[src/core/three_wire_map.svh]
// Offsets, field positions, reset values and timing counts of the three-wire register port
`ifndef THREE_WIRE_MAP_SVH
`define THREE_WIRE_MAP_SVH
`define TW_REG_IDENT        7'h00
`define TW_REG_CVTRIM       7'h01
`define TW_REG_MODESEL      7'h02
`define TW_REG_SWRESET      7'h0A
`define TW_READ_LAST_IDX    7'h3F
`define TW_CVTRIM_RESET     8'h68
`define TW_MODESEL_RESET    8'h00
`define TW_PART_MSB         5
`define TW_PART_LSB         3
`define TW_REV_MSB          2
`define TW_REV_LSB          0
`define TW_TRIM_AMP_MSB     7
`define TW_TRIM_AMP_LSB     5
`define TW_TRIM_OFS_MSB     3
`define TW_TRIM_OFS_LSB     0
`define TW_MODE_BIT         7
`define TW_SWRESET_BIT      0
`define TW_FRAME_BITS       5'h10
`define TW_LAST_CMD_BIT     5'h07
`endif

[src/core/three_wire_pkg.sv]
// Types shared by the three-wire register port
package three_wire_pkg;
    typedef enum logic [1:0]
    {
        PH_CMD   = 2'b00,
        PH_WDATA = 2'b01,
        PH_RDATA = 2'b10,
        PH_DONE  = 2'b11
    } phase_t;
endpackage

[src/core/three_wire_register_port.sv]
// Three-wire serial register port of the display module
//
// Notes on behaviour
// - Frame is direction bit, address bits 6..0, data bits 7..0; sampled on rising clock.
// - Each collected byte becomes parallel on the rising edge of its eighth clock.
// - Shift register and bit counter held at initial values while select is inactive.
// - Partial byte cut by select or hardware reset is discarded; resend accepted later.
// - Direction bit high is a read; the device returns the next byte.
// - Read data changes on falling clock; host captures it on rising clock.
// - Registers at index 0 through 63 are all readable.
// - Hardware reset low or software reset command restores every register default.
// - Identification register is read-only: part code bits 5..3, revision bits 2..0.
// - Trim register defaults to 68h: amplitude bits 7..5, offset code bits 3..0.
// - Mode register bit 7 selects interface mode; zero is sync plus data-enable mode.
`timescale 1ns/1ps
`include "three_wire_map.svh"
module three_wire_register_port
#(
    parameter logic [2:0] PART_CODE = 3'h0,  // Arbitrary value, set by mask option
    parameter logic [2:0] REV_CODE  = 3'h0   // Arbitrary value, set by mask option
)
(
    // Clock and reset
    input  wire logic       ref_clk_i,
    input  wire logic       srst_i,
    // Serial pins
    input  wire logic       hw_reset_low_i,
    input  wire logic       sclk_i,
    input  wire logic       cs_n_i,
    input  wire logic       sda_i,
    output logic            sda_o,
    output logic            sda_oe_o,
    // Register contents towards the display module
    output logic [2:0]      trim_amplitude_o,
    output logic [3:0]      trim_offset_o,
    output logic            interface_mode_bit_o
);
    // ------------------------------------------------------------
    // Pin synchronisers
    // ------------------------------------------------------------
    logic [1:0] sclk_s_r;
    logic [1:0] cs_s_r;
    logic [1:0] sda_s_r;
    logic [1:0] rst_s_r;
    logic       sclk_d_r;
    logic [1:0] sclk_s_nxt;
    logic [1:0] cs_s_nxt;
    logic [1:0] sda_s_nxt;
    logic [1:0] rst_s_nxt;

    always_comb
    begin
        sclk_s_nxt = {sclk_s_r[0], sclk_i};
        cs_s_nxt   = {cs_s_r[0], cs_n_i};
        sda_s_nxt  = {sda_s_r[0], sda_i};
        rst_s_nxt  = {rst_s_r[0], hw_reset_low_i};
    end

    always_ff @(posedge ref_clk_i)
    begin
        if (srst_i)
        begin
            sclk_s_r <= 2'h0;
            cs_s_r   <= 2'h3;
            sda_s_r  <= 2'h0;
            rst_s_r  <= 2'h3;
            sclk_d_r <= 1'b0;
        end
        else
        begin
            sclk_s_r <= sclk_s_nxt;
            cs_s_r   <= cs_s_nxt;
            sda_s_r  <= sda_s_nxt;
            rst_s_r  <= rst_s_nxt;
            sclk_d_r <= sclk_s_r[1];
        end
    end

    logic sclk_rise;
    logic sclk_fall;
    logic cs_act;
    logic hw_rst;
    logic sda_in;

    assign sclk_rise = sclk_s_r[1] & ~sclk_d_r;
    assign sclk_fall = ~sclk_s_r[1] & sclk_d_r;
    assign cs_act    = ~cs_s_r[1];
    assign hw_rst    = ~rst_s_r[1];
    assign sda_in    = sda_s_r[1];

    // ------------------------------------------------------------
    // Serial engine
    // ------------------------------------------------------------
    three_wire_pkg::phase_t phase_r;
    three_wire_pkg::phase_t phase_nxt;
    logic [4:0] cnt_r;
    logic [4:0] cnt_nxt;
    logic [7:0] shift_r;
    logic [7:0] shift_nxt;
    logic       rd_r;
    logic       rd_nxt;
    logic [6:0] addr_r;
    logic [6:0] addr_nxt;
    logic [7:0] out_r;
    logic [7:0] out_nxt;
    logic       oe_r;
    logic       oe_nxt;
    logic       wr_stb;
    logic [7:0] wr_byte;
    logic [7:0] rd_value;
    logic [7:0] trim_r;
    logic [7:0] trim_nxt;
    logic [7:0] mode_r;
    logic [7:0] mode_nxt;
    logic [6:0] cmd_addr;

    // Address as it completes on the eighth edge; kept apart from addr_nxt to avoid a loop
    assign cmd_addr = {shift_r[5:0], sda_in};

    // Readback map; unmapped indices within the readable range return zero
    always_comb
    begin
        rd_value = 8'h00;
        case (cmd_addr)
            `TW_REG_IDENT:   rd_value = {2'h0, PART_CODE, REV_CODE};
            `TW_REG_CVTRIM:  rd_value = trim_r;
            `TW_REG_MODESEL: rd_value = mode_r;
            default:         rd_value = 8'h00;
        endcase
        if (cmd_addr > `TW_READ_LAST_IDX)
        begin
            rd_value = 8'h00;
        end
    end

    always_comb
    begin
        phase_nxt = phase_r;
        cnt_nxt   = cnt_r;
        shift_nxt = shift_r;
        rd_nxt    = rd_r;
        addr_nxt  = addr_r;
        out_nxt   = out_r;
        oe_nxt    = oe_r;
        wr_stb    = 1'b0;
        wr_byte   = 8'h00;
        if (!cs_act || hw_rst)
        begin
            // Partial bits are dropped so the host can simply resend
            phase_nxt = three_wire_pkg::PH_CMD;
            cnt_nxt   = 5'h00;
            shift_nxt = 8'h00;
            oe_nxt    = 1'b0;
        end
        else if (sclk_rise && phase_r != three_wire_pkg::PH_DONE
                 && phase_r != three_wire_pkg::PH_RDATA)
        begin
            shift_nxt = {shift_r[6:0], sda_in};
            cnt_nxt   = 5'(cnt_r + 5'h01);
            if (cnt_r == `TW_LAST_CMD_BIT)
            begin
                // Command byte goes parallel on the eighth rising edge
                rd_nxt   = shift_r[6];
                addr_nxt = cmd_addr;
                if (shift_r[6])
                begin
                    phase_nxt = three_wire_pkg::PH_RDATA;
                    out_nxt   = rd_value;
                end
                else
                begin
                    phase_nxt = three_wire_pkg::PH_WDATA;
                end
            end
            else if (cnt_r == 5'(`TW_FRAME_BITS - 5'h01))
            begin
                wr_stb    = 1'b1;
                wr_byte   = {shift_r[6:0], sda_in};
                phase_nxt = three_wire_pkg::PH_DONE;
            end
        end
        else if (phase_r == three_wire_pkg::PH_RDATA)
        begin
            // Host has released the line by now, so drive only after a falling edge
            if (sclk_fall)
            begin
                if (oe_r)
                begin
                    out_nxt = {out_r[6:0], 1'b0};
                    cnt_nxt = 5'(cnt_r + 5'h01);
                end
                oe_nxt = 1'b1;
            end
            if (sclk_rise && oe_r && cnt_r == 5'(`TW_FRAME_BITS - 5'h01))
            begin
                phase_nxt = three_wire_pkg::PH_DONE;
            end
        end
        else if (phase_r == three_wire_pkg::PH_DONE && sclk_fall)
        begin
            oe_nxt = 1'b0;
        end
    end

    // ------------------------------------------------------------
    // Registers
    // ------------------------------------------------------------
    logic swreset;

    always_comb
    begin
        swreset  = 1'b0;
        trim_nxt = trim_r;
        mode_nxt = mode_r;
        if (wr_stb)
        begin
            case (addr_r)
                `TW_REG_CVTRIM:  trim_nxt = wr_byte;
                `TW_REG_MODESEL: mode_nxt = wr_byte;
                `TW_REG_SWRESET: swreset  = wr_byte[`TW_SWRESET_BIT];
                default:         trim_nxt = trim_r;
            endcase
        end
        if (hw_rst || swreset)
        begin
            trim_nxt = `TW_CVTRIM_RESET;
            mode_nxt = `TW_MODESEL_RESET;
        end
    end

    always_ff @(posedge ref_clk_i)
    begin
        if (srst_i)
        begin
            phase_r <= three_wire_pkg::PH_CMD;
            cnt_r   <= 5'h00;
            shift_r <= 8'h00;
            rd_r    <= 1'b0;
            addr_r  <= 7'h00;
            out_r   <= 8'h00;
            oe_r    <= 1'b0;
            trim_r  <= `TW_CVTRIM_RESET;
            mode_r  <= `TW_MODESEL_RESET;
        end
        else
        begin
            phase_r <= phase_nxt;
            cnt_r   <= cnt_nxt;
            shift_r <= shift_nxt;
            rd_r    <= rd_nxt;
            addr_r  <= addr_nxt;
            out_r   <= out_nxt;
            oe_r    <= oe_nxt;
            trim_r  <= trim_nxt;
            mode_r  <= mode_nxt;
        end
    end

    assign sda_o                = out_r[7];
    assign sda_oe_o             = oe_r;
    assign trim_amplitude_o     = trim_r[`TW_TRIM_AMP_MSB:`TW_TRIM_AMP_LSB];
    assign trim_offset_o        = trim_r[`TW_TRIM_OFS_MSB:`TW_TRIM_OFS_LSB];
    assign interface_mode_bit_o = mode_r[`TW_MODE_BIT];

    // ------------------------------------------------------------
    // Assertions
    // ------------------------------------------------------------
    property p_idle_clear;
        @(posedge ref_clk_i) disable iff (srst_i)
        !cs_act |=> (cnt_r == 5'h00 && shift_r == 8'h00);
    endproperty
    a_idle_clear: assert property (p_idle_clear) else $error("Idle state not cleared");

    property p_no_drive_idle;
        @(posedge ref_clk_i) disable iff (srst_i)
        (!cs_act || hw_rst) |=> !sda_oe_o;
    endproperty
    a_no_drive_idle: assert property (p_no_drive_idle) else $error("Driving while idle");

    property p_hwrst_defaults;
        @(posedge ref_clk_i) disable iff (srst_i)
        hw_rst |=> (trim_r == `TW_CVTRIM_RESET && mode_r == `TW_MODESEL_RESET);
    endproperty
    a_hwrst_defaults: assert property (p_hwrst_defaults) else $error("Defaults lost");

    property p_oe_only_read;
        @(posedge ref_clk_i) disable iff (srst_i)
        $rose(sda_oe_o) |-> (rd_r && $past(sclk_fall));
    endproperty
    a_oe_only_read: assert property (p_oe_only_read) else $error("Drive outside read");

    property p_out_changes_fall;
        @(posedge ref_clk_i) disable iff (srst_i)
        (sda_oe_o && $past(sda_oe_o) && $changed(sda_o)) |-> $past(sclk_fall);
    endproperty
    a_out_changes_fall: assert property (p_out_changes_fall) else $error("Bad edge");

    property p_write_trim;
        @(posedge ref_clk_i) disable iff (srst_i)
        (wr_stb && addr_r == `TW_REG_CVTRIM && !hw_rst) |=> trim_r == $past(wr_byte);
    endproperty
    a_write_trim: assert property (p_write_trim) else $error("Trim not written");

    property p_write_mode;
        @(posedge ref_clk_i) disable iff (srst_i)
        (wr_stb && addr_r == `TW_REG_MODESEL && !hw_rst) |=> mode_r == $past(wr_byte);
    endproperty
    a_write_mode: assert property (p_write_mode) else $error("Mode not written");

    property p_ident_write;
        @(posedge ref_clk_i) disable iff (srst_i)
        (wr_stb && addr_r == `TW_REG_IDENT) |=> $stable(trim_r) && $stable(mode_r);
    endproperty
    a_ident_write: assert property (p_ident_write) else $error("Ident write leaked");

    c_write: cover property (@(posedge ref_clk_i) disable iff (srst_i) wr_stb);
    c_read: cover property (@(posedge ref_clk_i) disable iff (srst_i) $rose(sda_oe_o));
    c_abort: cover property (@(posedge ref_clk_i) disable iff (srst_i)
        (cnt_r != 5'h00) ##1 !cs_act);
endmodule

[config.mk]
export PLATFORM = sky130hd
export DESIGN_NAME = three_wire_register_port
export DESIGN_NICKNAME = d
export VERILOG_FILES = /design/src/core/three_wire_pkg.sv /design/src/core/three_wire_register_port.sv
export VERILOG_INCLUDE_DIRS = /design/src /design/src/core
export SDC_FILE = /design/constraint.sdc
export NUM_CORES = 1
export LEC_CHECK = 0
export BUFFER_PORTS_ARGS = -buffer_cell sky130_fd_sc_hd__buf_2
export CAP_MARGIN = 20
export CORE_UTILIZATION = 45
export CTS_CLUSTER_DIAMETER = 200
export DETAILED_ROUTE_END_ITERATION = 8
export SLEW_MARGIN = 20
export SYNTH_ARGS = -nofsm -noshare
export SYNTH_HDL_FRONTEND = slang
export SYNTH_SLANG_ARGS = --single-unit
[constraint.sdc]
create_clock -name ref_clk_i -period 2.76 [get_ports ref_clk_i]
set_input_delay 0.276 -clock ref_clk_i [delete_from_list [all_inputs] [get_ports ref_clk_i]]
set_output_delay 0.276 -clock ref_clk_i [all_outputs]
set_load 0.02 [all_outputs]
==> reports/summary.txt <==
maxcap violations -> 0
root buf cell -> clkbuf_8
number of synthesized register bits -> 55
Mapped Nets -> 279
DRT antenna net count -> 0
Synth Cell Area -> 2420 um^2
Detailed Routing Iterations Pass 1 -> 4
leading area contributor after synthesis -> dfxtp_1
Post-DP Area -> 2520 um^2
worst hold slack -> 0.138 ns
nets -> 284
Gate power share -> 0.039
hpwl dp -> 3.53 mm
VDD IR max -> 0.385 mV
Req. time, crit path -> 2.97 ns
# DRC -> 0
vias per inst -> 5.57
initial DRC count -> 66
final setup vio count -> 0
area grow syn2layout -> 7.95%
core area -> 5140 um^2
cells after synthesis -> 271
post-synth top area share -> 0.455
vias in the first global route -> 1710
met3 usage -> 0.0397
NetSw -> 331 uW
Avg Cell Area, Syn -> 8.94 um^2
leakage power figure -> 0.894 nW
Yosys cell types -> 44
CP max FO -> 12
Non-Filler Instances -> 347
busiest grt layer -> met2
Rows -> 26
total CTS buffers -> 5
Starting Density -> 0.471
top cells by area, synth -> dfxtp_1 (45%), a21oi_1 (5.0%), nand2_1 (4.2%)
Final min period -> 2.33 ns
Hold Vio Cnt, Final -> 0
fmax -> 429 MHz
WL/cell -> 14.9 um
Crit path arrival time -> 2.54 ns
n_diodes -> 0
clock power share -> 0.359
fill cell count -> 505
Slew headroom -> 0.520
worst-case clock buffer depth -> 2
M1 GR Usage -> 0.298
CTS tree -> done
CP Capture Type -> register
I/O pin count -> 16
Tightest Hold Check Type -> input pin to register
Pint -> 1.01 mW
met2 Usage GRT -> 0.301
initial antenna violation count -> 0
IO Port Bufs -> 15
critical path type -> register to register
Final Skew -> 0.00722 ns
PwrDens -> 513 nW/um^2
largest net degree at the start of global routing -> 27
CTS H-tree depth -> 2
sequential share of power -> 0.602
final worst path period share -> 0.844
YS warnings -> 0
CTS Hold Buffers Added -> 0
outcome -> completed
Worst setup SP type -> register
Placer Congestion -> 0.778
Cells after DPL -> 339
layout cells sized above 1 -> 0.141
die width -> 75.4 um
Congestion Overflow GR -> 0
Routed WL -> 5.16 mm
Num Clock Sinks -> 55
max-slew violations -> 0
GRT Overall Usage -> 0.201
clock slew at reported path FFs -> 0.11 ns
via count -> 1934
Finished Cell Area -> 2620 um^2
first-pass GRT wire length -> 8.61 mm
DIE AREA -> 5680 um^2
setup TNS -> 0 ns
Post-CTS Repair Setup Buffers -> 0
Die Y -> 75.4 um
worst slew pin tran -> 0.719 ns
sequential area share after synthesis -> 0.455
clk_lat worst skew -> 0.31 ns
Switching Share -> 0.247
CTS resizes -> 0
unrepaired setup endpoints after global routing -> no
cell usage after synthesis:
library cell and n:
dfxtp_1 55, nand2_1 27, a21oi_1 24, o21ai_0 19, clkbuf_1 13, nand3_1 13
nor2_1 11, nand3b_1 9, a22oi_1 8, a32o_1 8, and2_1 8, mux2i_1 8
nor2b_1 8, a311oi_1 7, buf_4 7, inv_1 4, or2_2 4, nand2b_1 3
a211oi_1 2, a31oi_1 2, and3b_1 2, buf_1 2, buf_2 2, ha_1 2
o21bai_1 2, or3_1 2, or4_1 2, a211o_4 1, a22o_1 1, a31o_2 1
and2_0 1, and3_1 1, nand4_1 1, nor3_1 1, nor3_2 1, nor3b_1 1
nor4_1 1, nor4bb_1 1, o21a_1 1, o31a_1 1, o31ai_4 1, or3b_1 1
or4_4 1, xnor2_1 1
power by group through the flow:
stage,registers (mW),logic (mW),clock network [mW]
after floorplan,0.821,0.0392,0
after global placement,0.825,0.0522,0
after detailed placement,0.825,0.0528,0
after CTS,0.807,0.0529,0.491
after global routing,0.808,0.0592,0.515
final,0.807,0.0527,0.481
cell usage in the layout, fill, tap and decap left out, types with 2 or more instances in the layout:
cell type and instances:
a311oi_1 7, o21ai_0 19, nor2_1 11, a21oi_1 24
a31oi_1 2, and3b_1 2, mux2i_1 8, clkbuf_8 5
nand3_1 13, inv_1 4, a22oi_1 8, a32o_1 8
buf_4 7, dfxtp_1 55, nand3b_1 9, nand2_1 27
or3_1 2, nand2b_1 3, and2_1 8, or2_2 4
o21bai_1 2, nor2b_1 8, a211oi_1 2, buf_2 15
or4_1 2, ha_1 2
final timing paths:
kind                   start    endpoint  slack, ns  cells after the start
setup / recovery    cnt_r[0]   mode_r[7]       0.43                      7
hold / removal        cs_n_i   cs_s_r[0]       0.14                      2
setup reg to reg    cnt_r[0]   mode_r[7]       0.43                      7
hold reg to reg   rst_s_r[0]  rst_s_r[1]       0.42                      1
layout make-up:
type | count | area (um^2) | share of cell area
clock buffer | 5 | 68.8 | 0.0263
sequential | 55 | 1100 | 0.421
multi-input combinational | 188 | 1190 | 0.454
inverter | 4 | 15.0 | 0.00574
tap | 70 | 87.6 | 0.0335
timing repair buffer | 22 | 128 | 0.0488
clock inverter | 3 | 27.5 | 0.0105
flip-flops by register name (all words and copies together), names as in the netlist:
register / count
sclk_s_r: 2
cs_s_r: 2
cnt_r: 5
trim_r: 8
shift_r: 7
sda_oe_o: 1
mode_r: 8
addr_r: 7
sda_s_r: 2
out_r: 8
phase_r: 2
sclk_d_r: 1
rst_s_r: 2
metal layers:
| metal | routed length (um) | share of wire |
|---|---|---|
| met1 | 2610 | 0.51 |
| met2 | 2270 | 0.44 |
| met3 | 241 | 0.047 |
| met4 | 31 | 0.0060 |
| met5 | 0 | 0 |
critical path: stages, from the launching register on:
cell and delay [ns]:
dfxtp_1 0.39, ha_1 0.19, and3_1 0.17, ha_1 0.21
nand3b_1 0.12, or4_4 0.53, a211o_4 0.35, a32o_1 0.27
kinds of logic (layout without fill, tap and decap cells):
kind of cell | Yosys count | count (layout) | share of synthesized area
compound gates | 78 | 78 | 0.220
xor+xnor | 1 | 1 | 0.00362
fa+ha+maj | 2 | 2 | 0.0103
buf+inv | 28 | 34 | 0.0553
flops | 55 | 55 | 0.455
mux | 8 | 8 | 0.0331
simple gates | 99 | 99 | 0.224
metrics by stage:
| step | utilization | setup WS (ns) | total power [mW] |
|---|---|---|---|
| after floorplan | - | 0.708 | 0.860 |
| after global placement | 0.490 | 0.511 | 0.877 |
| after detailed placement | 0.490 | 0.464 | 0.878 |
| after CTS | 0.509 | 0.430 | 1.35 |
| after global routing | 0.509 | 0.225 | 1.38 |
| final | 0.509 | 0.431 | 1.34 |
Power figures use the tool's default switching activity.
